--- src/hdl/perf_evt_map.vh ---
// event codes, unit masks, register offsets and field layout for the event counter
`ifndef PERF_EVT_MAP_VH
`define PERF_EVT_MAP_VH
`define EV_LOAD_MISS 8'hCB
`define EV_FP_TRANS 8'hCC
`define EV_ASSIST 8'hCD
`define EV_SIMD_RET 8'hCE
`define EV_SAT_RET 8'hCF
`define EV_STALL 8'hD2
`define UM_NONE 8'h00
`define UM_L1_LINE 8'h02
`define UM_L2_MISS 8'h04
`define UM_L2_LINE 8'h08
`define UM_XLATE 8'h10
`define UM_TO_MM 8'h01
`define UM_TO_FP 8'h02
`define UM_REORDER_PORT 8'h01
`define OFS_SEL 12'h000
`define OFS_COUNT 12'h004
`define OFS_SAMPLE 12'h008
`define OFS_STATUS 12'h00C
`define SEL_EVT_LSB 0
`define SEL_UMASK_LSB 8
`define SEL_EN_BIT 16
`define SEL_PRECISE_BIT 17
`define SEL_IDX_LSB 20
`define SEL_IDX_MSB 21
`define SEL_RESET 32'h0000_0000
`define STAT_VALID_BIT 0
`define IDX_COUNTER_ZERO 2'b00
`endif

--- src/hdl/evt_decode.v ---
// event-select decoder: one-cycle count pulse from pipeline conditions
`timescale 1ns/10ps
`default_nettype none
`include "perf_evt_map.vh"
module evt_decode (
  input wire clock, // block clock
  input wire rst_n, // async reset, active low
  input wire [7:0] evt_code, // selected event code
  input wire [7:0] umask, // selected unit mask
  input wire load_retire, // a load retires this cycle
  input wire load_cacheable, // retiring load is cacheable
  input wire load_prefetch, // retiring load is a software prefetch
  input wire load_fault, // retiring load raised a fault
  input wire load_l1_miss_new, // missed first level, new line request
  input wire load_l2_miss, // missed second level
  input wire load_l2_miss_new, // missed second level, new bus request
  input wire load_xlate_miss, // missed data translation buffer
  input wire instr_retire, // an instruction retires this cycle
  input wire instr_is_fp, // it is floating point
  input wire instr_is_mm, // it is legacy packed-integer multimedia
  input wire instr_is_sat, // it does saturating SIMD arithmetic
  input wire empty_state_exec, // empty-multimedia-state op alters stack
  input wire reorder_port_stall, // read-port stall blocks entry this cycle
  output reg hit, // count this cycle
  output reg is_load_evt // selection is a retired-load miss event
);
  reg last_mm_q; // last float/multimedia op was multimedia
  wire load_ok;
  // blocked loads simply never assert retire miss inputs; undercount tolerated
  assign load_ok = load_retire & load_cacheable & ~load_prefetch;
  always @(posedge clock or negedge rst_n) begin
    if (!rst_n) begin
      last_mm_q <= 1'b0;
    end else if (instr_retire & instr_is_mm) begin
      last_mm_q <= 1'b1;
    end else if (instr_retire & instr_is_fp) begin
      last_mm_q <= 1'b0;
    end
  end
  always @* begin
    hit = 1'b0;
    is_load_evt = (evt_code == `EV_LOAD_MISS);
    case (evt_code)
      `EV_LOAD_MISS: begin
        case (umask)
          `UM_L1_LINE: hit = load_ok & load_l1_miss_new;
          `UM_L2_MISS: hit = load_ok & load_l2_miss;
          `UM_L2_LINE: hit = load_ok & load_l2_miss_new;
          `UM_XLATE: hit = load_ok & load_xlate_miss & ~load_fault;
          default: hit = 1'b0;
        endcase
      end
      `EV_FP_TRANS: begin
        if (umask == `UM_TO_MM) begin
          hit = instr_retire & instr_is_mm & ~last_mm_q;
        end else if (umask == `UM_TO_FP) begin
          hit = instr_retire & instr_is_fp & last_mm_q;
        end
      end
      `EV_ASSIST: hit = (umask == `UM_NONE) & empty_state_exec;
      `EV_SIMD_RET: hit = (umask == `UM_NONE) & instr_retire & instr_is_mm;
      `EV_SAT_RET: hit = (umask == `UM_NONE) & instr_retire & instr_is_sat;
      // level input: every blocked cycle, retries included, is one count
      `EV_STALL: hit = (umask == `UM_REORDER_PORT) & reorder_port_stall;
      default: hit = 1'b0;
    endcase
  end
endmodule // evt_decode
`default_nettype wire

--- src/hdl/perf_event_select_decode.v ---
// event counter top: APB registers, decoder, counter and precise sample
//
// Our own choices: the register addresses and the APB slave port.
`timescale 1ns/10ps
`default_nettype none
`include "perf_evt_map.vh"
module perf_event_select_decode #(
  parameter CNT_W = 32 // counter width
) (
  input wire clock, // block clock, 25 MHz
  input wire rst_n, // async reset, active low
  input wire psel, // apb select
  input wire penable, // apb access phase
  input wire pwrite, // apb write
  input wire [11:0] paddr, // apb byte address
  input wire [31:0] pwdata, // apb write data
  output wire pready, // apb ready, always high
  output reg [31:0] prdata, // apb read data
  output wire pslverr, // apb error on unmapped address
  input wire load_retire, // a load retires
  input wire load_cacheable, // retiring load is cacheable
  input wire load_prefetch, // retiring load is a prefetch
  input wire load_fault, // retiring load faulted
  input wire load_l1_miss_new, // first-level new line miss
  input wire load_l2_miss, // second-level miss
  input wire load_l2_miss_new, // second-level new bus request
  input wire load_xlate_miss, // translation buffer miss
  input wire instr_retire, // an instruction retires
  input wire [31:0] next_instr_addr, // address of the following instruction
  input wire instr_is_fp, // floating point op
  input wire instr_is_mm, // multimedia op
  input wire instr_is_sat, // saturating SIMD op
  input wire empty_state_exec, // empty-state op alters stack
  input wire reorder_port_stall, // read-port stall cycle
  output reg [CNT_W-1:0] count_q, // current count
  output reg sample_valid_q // precise sample captured
);
  reg [31:0] sel_q;
  reg [31:0] sample_q;
  wire hit;
  wire is_load_evt;
  wire counting;
  wire wr;
  wire rd_ok;

  evt_decode u_dec (
    .clock(clock),
    .rst_n(rst_n),
    .evt_code(sel_q[`SEL_EVT_LSB+7:`SEL_EVT_LSB]),
    .umask(sel_q[`SEL_UMASK_LSB+7:`SEL_UMASK_LSB]),
    .load_retire(load_retire),
    .load_cacheable(load_cacheable),
    .load_prefetch(load_prefetch),
    .load_fault(load_fault),
    .load_l1_miss_new(load_l1_miss_new),
    .load_l2_miss(load_l2_miss),
    .load_l2_miss_new(load_l2_miss_new),
    .load_xlate_miss(load_xlate_miss),
    .instr_retire(instr_retire),
    .instr_is_fp(instr_is_fp),
    .instr_is_mm(instr_is_mm),
    .instr_is_sat(instr_is_sat),
    .empty_state_exec(empty_state_exec),
    .reorder_port_stall(reorder_port_stall),
    .hit(hit),
    .is_load_evt(is_load_evt)
  );

  function mapped;
    input [11:0] a;
    begin
      mapped = (a == `OFS_SEL) | (a == `OFS_COUNT) | (a == `OFS_SAMPLE) | (a == `OFS_STATUS);
    end
  endfunction

  assign pready = 1'b1;
  assign rd_ok = mapped(paddr);
  assign pslverr = psel & penable & ~rd_ok;
  assign wr = psel & penable & pwrite & rd_ok;
  // load-miss events only meaningful on counter zero; others stay silent
  assign counting = sel_q[`SEL_EN_BIT] & hit &
                    (~is_load_evt | (sel_q[`SEL_IDX_MSB:`SEL_IDX_LSB] == `IDX_COUNTER_ZERO));

  always @(posedge clock or negedge rst_n) begin
    if (!rst_n) begin
      sel_q <= `SEL_RESET;
      count_q <= {CNT_W{1'b0}};
      sample_q <= 32'h0000_0000;
      sample_valid_q <= 1'b0;
    end else begin
      if (wr && paddr == `OFS_SEL) begin
        sel_q <= pwdata;
      end
      // event in the same cycle as a write still counts on the written value
      if (wr && paddr == `OFS_COUNT) begin
        count_q <= pwdata[CNT_W-1:0] + {{(CNT_W-1){1'b0}}, counting};
      end else if (counting) begin
        count_q <= count_q + {{(CNT_W-1){1'b0}}, 1'b1};
      end
      // sample: address after the causing instruction; set wins over clear
      if (counting && is_load_evt && sel_q[`SEL_PRECISE_BIT]) begin
        sample_q <= next_instr_addr;
        sample_valid_q <= 1'b1;
      end else if (wr && paddr == `OFS_STATUS && pwdata[`STAT_VALID_BIT]) begin
        sample_valid_q <= 1'b0;
      end
    end
  end

  reg [31:0] rdata_d;
  always @* begin
    rdata_d = 32'h0000_0000;
    case (paddr)
      `OFS_SEL: rdata_d = sel_q;
      `OFS_COUNT: rdata_d[CNT_W-1:0] = count_q;
      `OFS_SAMPLE: rdata_d = sample_q;
      `OFS_STATUS: rdata_d[`STAT_VALID_BIT] = sample_valid_q;
      default: rdata_d = 32'h0000_0000;
    endcase
  end

  // taken in the setup cycle so the access phase still needs no wait state;
  // a read shows the registers as they stood one cycle before the access
  always @(posedge clock or negedge rst_n) begin
    if (!rst_n) begin
      prdata <= 32'h0000_0000;
    end else if (psel && !penable && !pwrite) begin
      prdata <= rdata_d;
    end else if (!psel) begin
      prdata <= 32'h0000_0000;
    end
  end
endmodule // perf_event_select_decode
`default_nettype wire

--- config.mk ---
export PLATFORM = sky130hd
export DESIGN_NAME = perf_event_select_decode
export DESIGN_NICKNAME = d
export VERILOG_FILES = /design/src/hdl/evt_decode.v /design/src/hdl/perf_event_select_decode.v
export VERILOG_INCLUDE_DIRS = /design/src /design/src/hdl
export SDC_FILE = /design/constraint.sdc
export NUM_CORES = 1
export LEC_CHECK = 0
export BUFFER_PORTS_ARGS = -buffer_cell sky130_fd_sc_hd__buf_2
export CAP_MARGIN = 5
export CORE_ASPECT_RATIO = 1.25
export CORE_UTILIZATION = 45
export CTS_CLUSTER_DIAMETER = 80
export DETAILED_ROUTE_END_ITERATION = 6
export GPL_ROUTABILITY_DRIVEN = 1
export PLACE_DENSITY = 0.66
export SETUP_SLACK_MARGIN = 0.05
export SLEW_MARGIN = 20
export SYNTH_ARGS = -nofsm -noshare
export SYNTH_HDL_FRONTEND = slang
export SYNTH_HIERARCHICAL = 1
export SYNTH_SLANG_ARGS = --single-unit
export TNS_END_PERCENT = 1
--- constraint.sdc ---
create_clock -name clock -period 6.4 [get_ports clock]
set_clock_uncertainty 0.05 [all_clocks]
set_input_delay 1.28 -clock clock [delete_from_list [all_inputs] [get_ports clock]]
set_output_delay 1.28 -clock clock [all_outputs]
set_load 0.01 [all_outputs]
* Word level (Yosys, flattened, before mapping)
Index checks and enable logic that the tools add are counted.
Word-level totals: input port bits 95, register bits after elaboration 130
Operators by class: bitwise logic cells 31, add/subtract/negate cells 2, reduce and logical (&&, ||, !) cells 16, equality and inequality tests 15, multiplexer cells 14
Operators with widths (count):
- two-way mux 32 bit | 4
- one-hot mux 31 bit (3 select lines) | 1
- equality test 8 bit, second input constant | 6
- adder 32 x 1 -> 32 bit | 1
- adder 32 x 1 -> 32 bit, second input constant | 1
- equality test 12 x 4 -> 1 bit, second input constant | 2
- AND 1 bit | 22
- equality test 12 x 3 -> 1 bit, second input constant | 1
- logical NOT 12 bit | 1
- equality test 8 x 1 -> 1 bit, second input constant | 1
- equality test 8 x 2 -> 1 bit, second input constant | 1
- equality test 8 x 3 -> 1 bit, second input constant | 1
- equality test 8 x 4 -> 1 bit, second input constant | 1
- equality test 8 x 5 -> 1 bit, second input constant | 1
- logical AND 1 bit | 8
- logical NOT 8 bit | 1
- one-hot mux 1 bit (4 select lines) | 2
- two-way mux 1 bit | 6
- one-hot mux 1 bit (6 select lines) | 1
- nonzero test 2 bit | 3
- NOT 1 bit | 5
- bitwise OR 1 bit | 4
- logical NOT 1 bit | 2
- logical NOT 2 bit | 1
- != test 2 x 1 -> 1 bit, second input constant | 1

* Longest topological paths before layout
Gate-level depths: netlist (run 1).
depth in word-level cells 11, depth in mapped cells 15

* By module
The synthesis (run 1) kept the hierarchy.
By module, submodules not included:
- perf_event_select_decode | area an instance 6765.2 sq um, instances 1, seq. area each 3228.1 sq um, cells each 605
- evt_decode | area an instance 306.5 sq um, instances 1, seq. area each 25.0 sq um, cells each 42

* Least setup slack after synthesis (run 1)
Ideal clock, no wire load.
path type input-to-reg, start point input port load_prefetch, end point register count_q[30], slack 2.041 ns, library setup time 0.140 ns, cell stages on the path 15, arrival 4.169 ns, required time 6.210 ns, path through or4bb_1 > nor4_1 > o211ai_1 > o211ai_1 > nand2_1 > nor2b_1 > clkbuf_1 > ha_1 > ha_1 > and4_1 > nor4bb_1 > clkbuf_1 > nand4_1 > xor2_1 > mux2i_1
Between the ends: cells in the longest elaborated chain, start to end 10, elaborated cells between the ends (all ways) 14, classes of those cells add/sub (1); mux (3); bitwise (9); reduce/logical (1)
Ends and longest elaborated chain:
- start: declaration | RTL line perf_event_select_decode.v:22 | input wire load_prefetch,
- NOT 1 bit (*) | RTL line evt_decode.v:30 | assign load_ok = load_retire & load_cacheable & ~load_prefetch;
- AND 1 bit (*) | RTL line evt_decode.v:30
- AND 1 bit (2 in a row) | RTL line evt_decode.v:49 | `UM_XLATE: hit = load_ok & load_xlate_miss & ~load_fault;
- one-hot mux 1 bit (4 select lines) (*) | RTL line evt_decode.v:45 | case (umask)
- one-hot mux 1 bit (6 select lines) (*) | RTL line evt_decode.v:43 | case (evt_code)
- named net hit | RTL line perf_event_select_decode.v:40 | wire hit;
- AND 1 bit (*) (2 in a row) | RTL line perf_event_select_decode.v:81 | assign counting = sel_q[`SEL_EN_BIT] & hit &
- adder 32 x 1 -> 32 bit | RTL line perf_event_select_decode.v:96 | count_q <= pwdata[CNT_W-1:0] + {{(CNT_W-1){1'b0}}, counting};
- two-way mux 32 bit | RTL line perf_event_select_decode.v:95 | if (wr && paddr == `OFS_COUNT) begin
- end signal: assignment | RTL line perf_event_select_decode.v:87 | count_q <= {CNT_W{1'b0}};
- end signal: assignment | RTL line perf_event_select_decode.v:96
- end signal: assignment | RTL line perf_event_select_decode.v:98 | count_q <= count_q + {{(CNT_W-1){1'b0}}, 1'b1};
- end: declaration | RTL line perf_event_select_decode.v:35 | output reg [CNT_W-1:0] count_q,
The timed path passes the listed nets; every way through them passes the cells marked *. A chain may end at the register's enable or synchronous reset.

* Final worst setup path (run 1)
start point input port load_prefetch, end point register count_q[28]
Same word-level chain as after synthesis.

==> results.md, run 1 <==
- Sw Share: 20.9%
- I/O Buffers: 160
- Ys flop type: dfrtp_1
- R2R setup slack: 2.18 ns
- Number of DRC markers in iteration 0: 292
- Max VDD drop: 169 uV
- Routed len/inst: 19.2 um
- Cell with the most instances after synthesis: dfrtp_1
- Mean cell area of the mapped netlist: 10.9 um^2
- # rows: 50
- Max Slew Vio Count: 0
- Largest stage delay, worst path: 0.51 ns
- Die area: 16200 um^2
- Unrepaired setup endpoints after global routing: false
- Fin nets: 897
- Via/cell ratio: 5.62
- DRC errors left: 0
- LEAKAGE: 4.32 nW
- Clock buffer depth: 2
- Total track usage: 25.1%
- Most common library cells after synthesis: dfrtp_1, nand2_1, mux2_2
- Max Cap Viol: 0
- Sw power: 416 uW
- Status: complete, no violations
- Final GP Congestion: 0.926
- Crit end category: flop
- CTS-repair resized insts: 0
- Initial antenna violation count: 2
- Synth warnings: 6
- FF-to-FF path depth: 13
- Crit path time final: 4.60 ns
- Cts bufs inserted: 17
- Core ar.: 15100 um^2
- Gate Count Post-Synth: 647
- Worst-Margin Slew: 1.06 ns
- Clock root cell: clkbuf_16
- Ys async rst share: 100%
- Final period util: 71.9%
- Largest net degree at the start of global routing: 67
- Via count: 5722
- Synth Net Count: 745
- Flop pwr share: 41.4%
- Crit path launch type: input port
- Dpl hpwl: 14.3 mm
- Share of layout cells above drive strength 1: 34.2%
- Setup_tns: 0 ns
- Required @ worst endpoint: 6.60 ns
- Hold Path Origin: sample_q[26]
- Reg-to-Reg End: count_q[28]
- Pint: 1.58 mW
- WHS Path Cells: 1
- Post-synth EDFFs: 0
- Clock power frac: 53.5%
- Register area share after synthesis: 46.0%
- First-pass detailed-route iteration total: 5
- Hold Vio Cnt, Final: 0
- Setup repair bufs after CTS: 0
- Final wirelength: 19.5 mm
- Worst skew pair latency: 0.42 ns
- GRT Residual Overflow: 0
- # clock sinks: 130
- Synthesis-to-layout area growth: 22.8%
- Class of the worst hold path: reg -> reg
- Slew margin rel.: 29.3%
- Post-synthesis register bit count: 130
- Library cells used by synthesis: 54
- Ports: 162
- Final antenna-violating net count: 0
- Critical Path Start: load_prefetch
- Clk slew on worst S/H paths: 0.06 ns
- Top cell type by total area after synthesis: dfrtp_1
- First-pass GRT wire length: 30.6 mm
- Share of Yosys cell area claimed by the top area cell type: 46.0%
- Synth top area cells: dfrtp_1, mux2_2, mux2i_1, xnor2_1, a22o_1
- Height of the die: 142 um
- H-tree depth reported by CTS: 4
- Max Freq: 217 MHz
- Initial core utilization: 46.7%
- Crit-path cells: buf_2 -> or4bb_1 -> nor4_1 -> o211ai_1 -> o211ai_1 -> nand2_1 -> nor2b_1 -> ha_1 -> ha_1 -> and4_1 -> nor4bb_1 -> buf_4 -> nand3_1 -> xor2_1 -> mux2i_1
- Chip width: 114 um
- Pre-CTS setup slack: 1.43 ns
- Final WS setup: 1.80 ns
- CTS hold repair buffers: 0
- Setup-failing EPs final: 0
- Reg2Reg Launch Point: sel_q[12]
- Vias in the first global route: 5843
- Post-Syn Area: 7070 um^2
- Slowest CP cell: or4bb_1
- Combinational Power Share: 5.1%
- PD cells: 230 nW/um^2
- Crit-path max FO: 8
- Crit path kind: in -> reg
- Worst Hold Endpoint: sample_q[26]
- CP arrival: 4.80 ns
- CTS tree: done
[cell type report]
cell class,instances,area [um^2]
Antenna cell,1,2.50
Clock buffer,20,467
Clock inverter,9,179
Fill cell,1355,6460
Inverter,8,30.0
Multi-Input combinational cell,473,3620
Sequential cell,130,3250
Tap cell,208,260
Timing Repair Buffer,169,871
[sequential cells by signal (all words and copies together), names as in the netlist]
register and count:
count_q 32, sample_valid_q 1, prdata 32, sample_q 32, u_dec/last_mm_q 1, sel_q 32
[power by group through the flow]
stage                     Clock [mW]  Combinational [mW]  Sequential (mW)
after floorplan                    0              0.0330            0.840
after global placement             0              0.0998            0.840
after detailed placement           0               0.102            0.840
after CTS                       1.08               0.102            0.825
after global routing            1.11               0.111            0.825
final                           1.07               0.101            0.825
[critical path: cells and delay by family]
kind / cells / cell delay, ns
compound gates: 2 / 0.31
mux: 1 / 0.09
simple gates: 7 / 2.08
fa+ha+maj: 2 / 0.50
buf+inv: 2 / 0.32
xor+xnor: 1 / 0.20
[routing by layer]
metal  part of all wire (%)  track usage (%)
met5                  0.077                0
met4                    5.9             16.2
met3                    4.7             4.98
met2                     50             42.4
met1                     39             28.8
[through the flow]
step | area, um^2 | hold WS (ns) | instances | util [%] | power [mW]
global placement | 8030 | 0.419 | 988 | 53.1 | 0.939
detailed placement | 8030 | 0.425 | 988 | 53.1 | 0.941
finish | 8680 | 0.435 | 1018 | 57.3 | 1.99
global route | 8680 | 0.455 | 1018 | 57.3 | 2.05
floorplan | 7070 | 0.408 | 647 | - | 0.873
CTS | 8680 | 0.438 | 1017 | 57.3 | 2.01
[cells in the final DEF, fill, tap and decap left out, drive strengths merged, types with 22 or more instances in the layout]
cell type / synthesis / routed
buf: 16 / 169
dfrtp: 130 / 130
mux2: 64 / 64
o21ai: 35 / 35
xor2: 26 / 26
mux2i: 51 / 51
nand4: 24 / 24
a22o: 32 / 32
nand3: 22 / 22
xnor2: 34 / 34
nand2: 56 / 56
nor2: 28 / 28
[how the worst max path moves through the flow]
stage	end	slack [ns]	cells after the start
final	count_q[28]	1.80	15
after global routing	count_q[28]	1.52	15
after CTS	count_q[28]	1.85	15
after detailed placement	count_q[28]	1.43	15
after global placement	count_q[30]	1.62	15
after floorplan	count_q[30]	2.04	15
[logic make-up (layout without fill, tap and decap cells)]
group | after synthesis | in the layout | synth area share [%]
other | 1 | 2 | 0.0530
and+or+nand+nor | 203 | 203 | 16.8
buffers and inverters | 44 | 206 | 3.08
xor gates and xnor gates | 60 | 60 | 7.43
muxes | 116 | 116 | 17.7
DFF | 130 | 130 | 46.0
adders and majority gates | 3 | 3 | 0.531
AOI/OAI and AO/OA | 90 | 90 | 8.40
Note: power is estimated with default switching activity, not from simulation.
==> inputs of run 2 (changes only) <==
- clock period: 6.4 -> 4.5 ns (I/O delays scaled with it)
==> run 2 against run 1 <==
  * Sequential power rose by 42%
  * Clock power rose by 29%
  * Cell area fell by 0.20%
  * First-iteration DRC count fell by 19%
  * Critical path depth fell by 2
  * Sequential share of layout area rose by 0.076 points
  * Critical path type is now reg -> reg
==> results.md, run 2 (synthesis results as in run 1) <==
- Status: complete, no violations
- Cts bufs inserted: 17 (unchanged)
- Routed len/inst: 19.2 um (+0.31%)
- CTS-repair resized insts: 0 (unchanged)
- Met2 wire length: 10.4 mm (+7.4%)
- Setup_tns: 0 ns (unchanged)
- Number of DRC markers in iteration 0: 236 (-19%)
- Reg-to-Reg End: count_q[26]
- Synthesis-to-layout area growth: 22.5%
- Vias in the first global route: 5895 (+0.89%)
- GRT Residual Overflow: 0 (unchanged)
- Max VDD drop: 200 uV (+18%)
- Hold Path Origin: sample_q[29]
- Fin util: 57.2% (-0.12 points)
- Clk slew on worst S/H paths: 0.06 ns (about the same)
- Unrepaired setup endpoints after global routing: false
- Share of layout cells above drive strength 1: 34.7% (+0.44 points)
- Final antenna-violating net count: 0 (unchanged)
- Most frequent cells in the layout: buf_2, dfrtp_1, nand2_1
- Crit end category: flop
- Final period util: 89.1%
- Ports: 162 (unchanged)
- Initial core utilization: 46.7% (unchanged)
- Fin nets: 901 (+0.45%)
- Crit path kind: reg -> reg
- Via count: 5726 (+0.070%)
- Max Cap Viol: 0 (unchanged)
- Total track usage: 25.3% (+0.21 points)
- # rows: 50 (unchanged)
- Setup-failing EPs final: 0 (unchanged)
- # clock sinks: 130 (unchanged)
- Dpl hpwl: 14.4 mm (+0.76%)
- PD cells: 312 nW/um^2 (+36%)
- Setup repair bufs after CTS: 0 (unchanged)
- Worst Hold Endpoint: sample_q[29]
- DRC errors left: 0 (unchanged)
- Final GP Congestion: 0.890 (-3.9%)
- Reg2Reg Launch Point: sel_q[12]
- Hold Vio Cnt, Final: 0 (unchanged)
- Total power: 2.70 mW (+36%)
- Crit path launch type: flop
- Chip width: 114 um (unchanged)
- Class of the worst hold path: reg -> reg
- Top Metal Used: met5
- Worst-Margin Slew: 1.13 ns (+0.0692 ns)
- Final wirelength: 19.7 mm (+0.90%)
- CTS tree: done
- Initial antenna violation count: 1 (-1)
- M1 wire length: 7.85 mm (+2.0%)
- FF-to-FF path depth: 13 (unchanged)
- H-tree depth reported by CTS: 4 (unchanged)
- Number of inserted diodes: 0 (-1)
- Die area: 16200 um^2 (unchanged)
- Clock root cell: clkbuf_16
- Max Freq: 249 MHz
- Required @ worst endpoint: 4.71 ns (-1.89 ns)
- Clock buffer depth: 2 (unchanged)
- Crit-path max FO: 8 (unchanged)
- CP arrival: 4.22 ns (-0.58 ns)
- Worst skew pair latency: 0.42 ns (about the same)
- Crit path time final: 4.01 ns
- Via/cell ratio: 5.59 (-0.52%)
- I/O Buffers: 160 (unchanged)
- R2R setup slack: 0.49 ns (-1.69 ns)
- WHS: 0.441 ns (+0.00631 ns)
- Slew margin rel.: 24.1% (-5.2 points)
- Leading cell type in the layout, fill and taps excluded: buf_2
- Met3 wire len: 843 um (-8.4%)
- Core ar.: 15100 um^2 (unchanged)
- Height of the die: 142 um (unchanged)
- LEAKAGE: 4.32 nW (about the same)
- Max Slew Vio Count: 0 (unchanged)
- CTS hold repair buffers: 0 (unchanged)
- First-pass detailed-route iteration total: 5 (unchanged)
- First-pass GRT wire length: 30.9 mm (+0.99%)
- WHS Path Cells: 1 (unchanged)
- Largest net degree at the start of global routing: 75 (+12%)
## run 2: per-layer routing
layer	GRT usage [%]	up-vias
li1	-	2664
met1	28.8	2846
met2	45.2	176
met3	4.94	38
met4	11.9	2
met5	0	-
## run 2: cell type report
class	instances	area, um^2
clock buffers	23	498
flip-flops and latches	130	3250
well taps	208	260
clock inverters	9	103
inverters	8	30.0
fillers	1400	6470
repair buffers	173	901
multi-input cells	473	3620
## run 2: through the flow
stage / cell area, um^2 / worst slack (ns) / cells
2_1_floorplan: 7070 / 0.521 / 647
3_3_place_gp: 8060 / 0.369 / 992
3_5_place_dp: 8060 / 0.191 / 992
4_1_cts: 8660 / 0.542 / 1024
5_1_grt: 8660 / 0.353 / 1024
6_report: 8660 / 0.489 / 1024
## run 2: how the worst max path moves through the flow
stage                  start           to  cells after the start
2_1_floorplan  load_prefetch  count_q[30]                     15
3_3_place_gp   load_prefetch  count_q[30]                     15
3_5_place_dp   load_prefetch  count_q[30]                     15
4_1_cts            sel_q[12]  count_q[26]                     13
5_1_grt            sel_q[12]  count_q[30]                     13
6_report           sel_q[12]  count_q[26]                     13
## run 2: power by group
group	switching [mW]	internal, mW
Sequential	0.00213	1.17
Clock	0.501	0.884
Combinational	0.0895	0.0534
Total	0.592	2.11
## run 2: worst max-delay path: stages (launching register included)
cell and delay [ns]:
dfrtp_1 0.40, or4_4 0.59, or4_1 0.41, o211ai_1 0.29
nand2_1 0.11, nor2b_1 0.18, ha_1 0.23, ha_1 0.22
and4_1 0.31, nor4bb_1 0.40, buf_4 0.24, nand4_1 0.14
xor2_1 0.20, mux2i_1 0.08
==> inputs of run 3 (changes only) <==
- MAX_ROUTING_LAYER: unset -> met4
==> run 3 against run 2 <==
  * First-iteration DRC count rose by 14%
  * Critical path depth did not move
  * Total power barely moved
  * Final cell count barely moved
  * Sequential power barely moved
  * Wire length fell by 0.11%
  * Clock power barely moved
  * Combinational power barely moved
==> results.md, run 3 (synthesis results as in run 1) <==
- Status: complete, no violations
- Routed len/inst: 19.2 um (-0.20%)
- Number of DRC markers in iteration 0: 268 (+14%)
- Ports: 162 (unchanged)
- Reg-to-Reg End: count_q[26]
- H-tree depth reported by CTS: 4 (unchanged)
- Final GP Congestion: 0.905 (+1.7%)
- Total track usage: 26.0% (+0.76 points)
- # clock sinks: 130 (unchanged)
- Fin area: 8670 um^2 (about the same)
- Chip width: 114 um (unchanged)
- Initial antenna violation count: 1 (unchanged)
- Setup_tns: 0 ns (unchanged)
- CP arrival: 4.22 ns (about the same)
- Max Freq: 250 MHz (+0.16%)
- Slew margin rel.: 24.5% (+0.38 points)
- Final period util: 89.0% (-0.14 points)
- GRT Residual Overflow: 0 (unchanged)
- Setup repair bufs after CTS: 0 (unchanged)
- Synthesis-to-layout area growth: 22.6% (about the same)
- Layout Cells excl Fill: 1025 (+0.098%)
- I/O Buffers: 160 (unchanged)
- # rows: 50 (unchanged)
- Required @ worst endpoint: 4.71 ns (about the same)
- Unrepaired setup endpoints after global routing: false
- Slowest CP cell: or4_4
- Dpl cell area: 8060 um^2 (unchanged)
- Crit path kind: reg -> reg
- CTS tree: done
- Max VDD drop: 200 uV (+0.19%)
- Height of the die: 142 um (unchanged)
- Worst setup endpoint: count_q[26]
- FF-to-FF path depth: 13 (unchanged)
- Final antenna-violating net count: 0 (unchanged)
- Core ar.: 15100 um^2 (unchanged)
- Largest net degree at the start of global routing: 75 (unchanged)
- Clock root cell: clkbuf_16
- Via/cell ratio: 5.61 (+0.37%)
- First-pass detailed-route iteration total: 4 (-1)
- LEAKAGE: 4.32 nW (unchanged)
- Clk slew on worst S/H paths: 0.06 ns (about the same)
- Die area: 16200 um^2 (unchanged)
- Reg2Reg Launch Point: sel_q[12]
- Setup-failing EPs final: 0 (unchanged)
- Worst path top cell family by delay: simple AND/OR/NAND/NOR gates
- CTS-repair resized insts: 0 (unchanged)
- Crit-path max FO: 8 (unchanged)
- CP Buf/Inv Count: 1 (unchanged)
- Cts bufs inserted: 17 (unchanged)
- Worst skew pair latency: 0.42 ns (about the same)
- PD cells: 311 nW/um^2 (about the same)
- R2R setup slack: 0.50 ns (about the same)
- First-pass GRT wire length: 30.9 mm (unchanged)
- Crit-path cells: or4_4 -> or4_1 -> o211ai_1 -> nand2_1 -> nor2b_1 -> ha_1 -> ha_1 -> and4_1 -> nor4bb_1 -> buf_4 -> nand4_1 -> xor2_1 -> mux2i_1
- Inst Count DP: 992 (unchanged)
- Max Cap Viol: 0 (unchanged)
- CTS hold repair buffers: 0 (unchanged)
- Max Slew Vio Count: 0 (unchanged)
- Critical path's most frequent cell: ha_1
- Critical Path Start: sel_q[12]
- Total power: 2.70 mW (about the same)
- Fin util: 57.2% (about the same)
- Fill cells: 1399 (-0.071%)
- Crit path launch type: flop
- Via count: 5753 (+0.47%)
- Largest stage delay, worst path: 0.59 ns (about the same)
- Most frequent cells in the layout: buf_2, dfrtp_1, nand2_1
- Hold Vio Cnt, Final: 0 (unchanged)
- Worst-Margin Slew: 1.12 ns (-0.00568 ns)
- Class of the worst hold path: reg -> reg
- DRC errors left: 0 (unchanged)
- Share of layout cells above drive strength 1: 34.7% (unchanged)
- Vias in the first global route: 5882 (-0.22%)
- Fin nets: 901 (unchanged)
- Crit path time final: 4.00 ns (-0.00638 ns)
- Dpl hpwl: 14.4 mm (unchanged)
- Crit path depth: 13 (unchanged)
- Leading cell type in the layout, fill and taps excluded: buf_2
- Clock buffer depth: 2 (unchanged)
- Crit end category: flop
- Initial core utilization: 46.7% (unchanged)
- Final wirelength: 19.7 mm (-0.11%)
-- run 3: metrics by stage --
stage	hold WS, ns	worst slack [ns]
after floorplan	0.408	0.521
after global placement	0.417	0.369
after detailed placement	0.425	0.191
after CTS	0.439	0.542
after global routing	0.452	0.353
final	0.438	0.496
-- run 3: worst min path at each step --
stage,slack (ns),cells past startpoint,to,from
2_1_floorplan,0.41,1,sample_q[22],sample_q[22]
3_3_place_gp,0.42,1,sample_q[26],sample_q[26]
3_5_place_dp,0.42,1,sample_q[29],sample_q[29]
4_1_cts,0.44,1,sample_q[29],sample_q[29]
5_1_grt,0.45,1,sample_q[29],sample_q[29]
6_report,0.44,1,sample_q[29],sample_q[29]
-- run 3: area by class of cell --
type	instances	area, um^2	share of cell area, %
multi-input combinational	473	3620	41.8
sequential	130	3250	37.5
timing repair buffer	173	901	10.4
clock buffer	23	498	5.75
tap	208	260	3.00
clock inverter	9	103	1.18
inverter	8	30.0	0.346
antenna	1	2.50	0.0289
-- run 3: layer usage --
layer	track usage [%]	part of all wire [%]	up-vias
met5	-	0	-
met4	12.1	3.1	0
met3	4.73	4.8	40
met2	45.0	53	194
met1	29.0	39	2850
li1	-	-	2669
-- run 3: report_power, final --
part	total, mW	leakage [nW]	internal, mW	switching (mW)
Combinational	0.143	2.21	0.0534	0.0897
Clock	1.38	0.291	0.884	0.499
Sequential	1.17	1.81	1.17	0.00203
Total	2.70	4.32	2.11	0.591
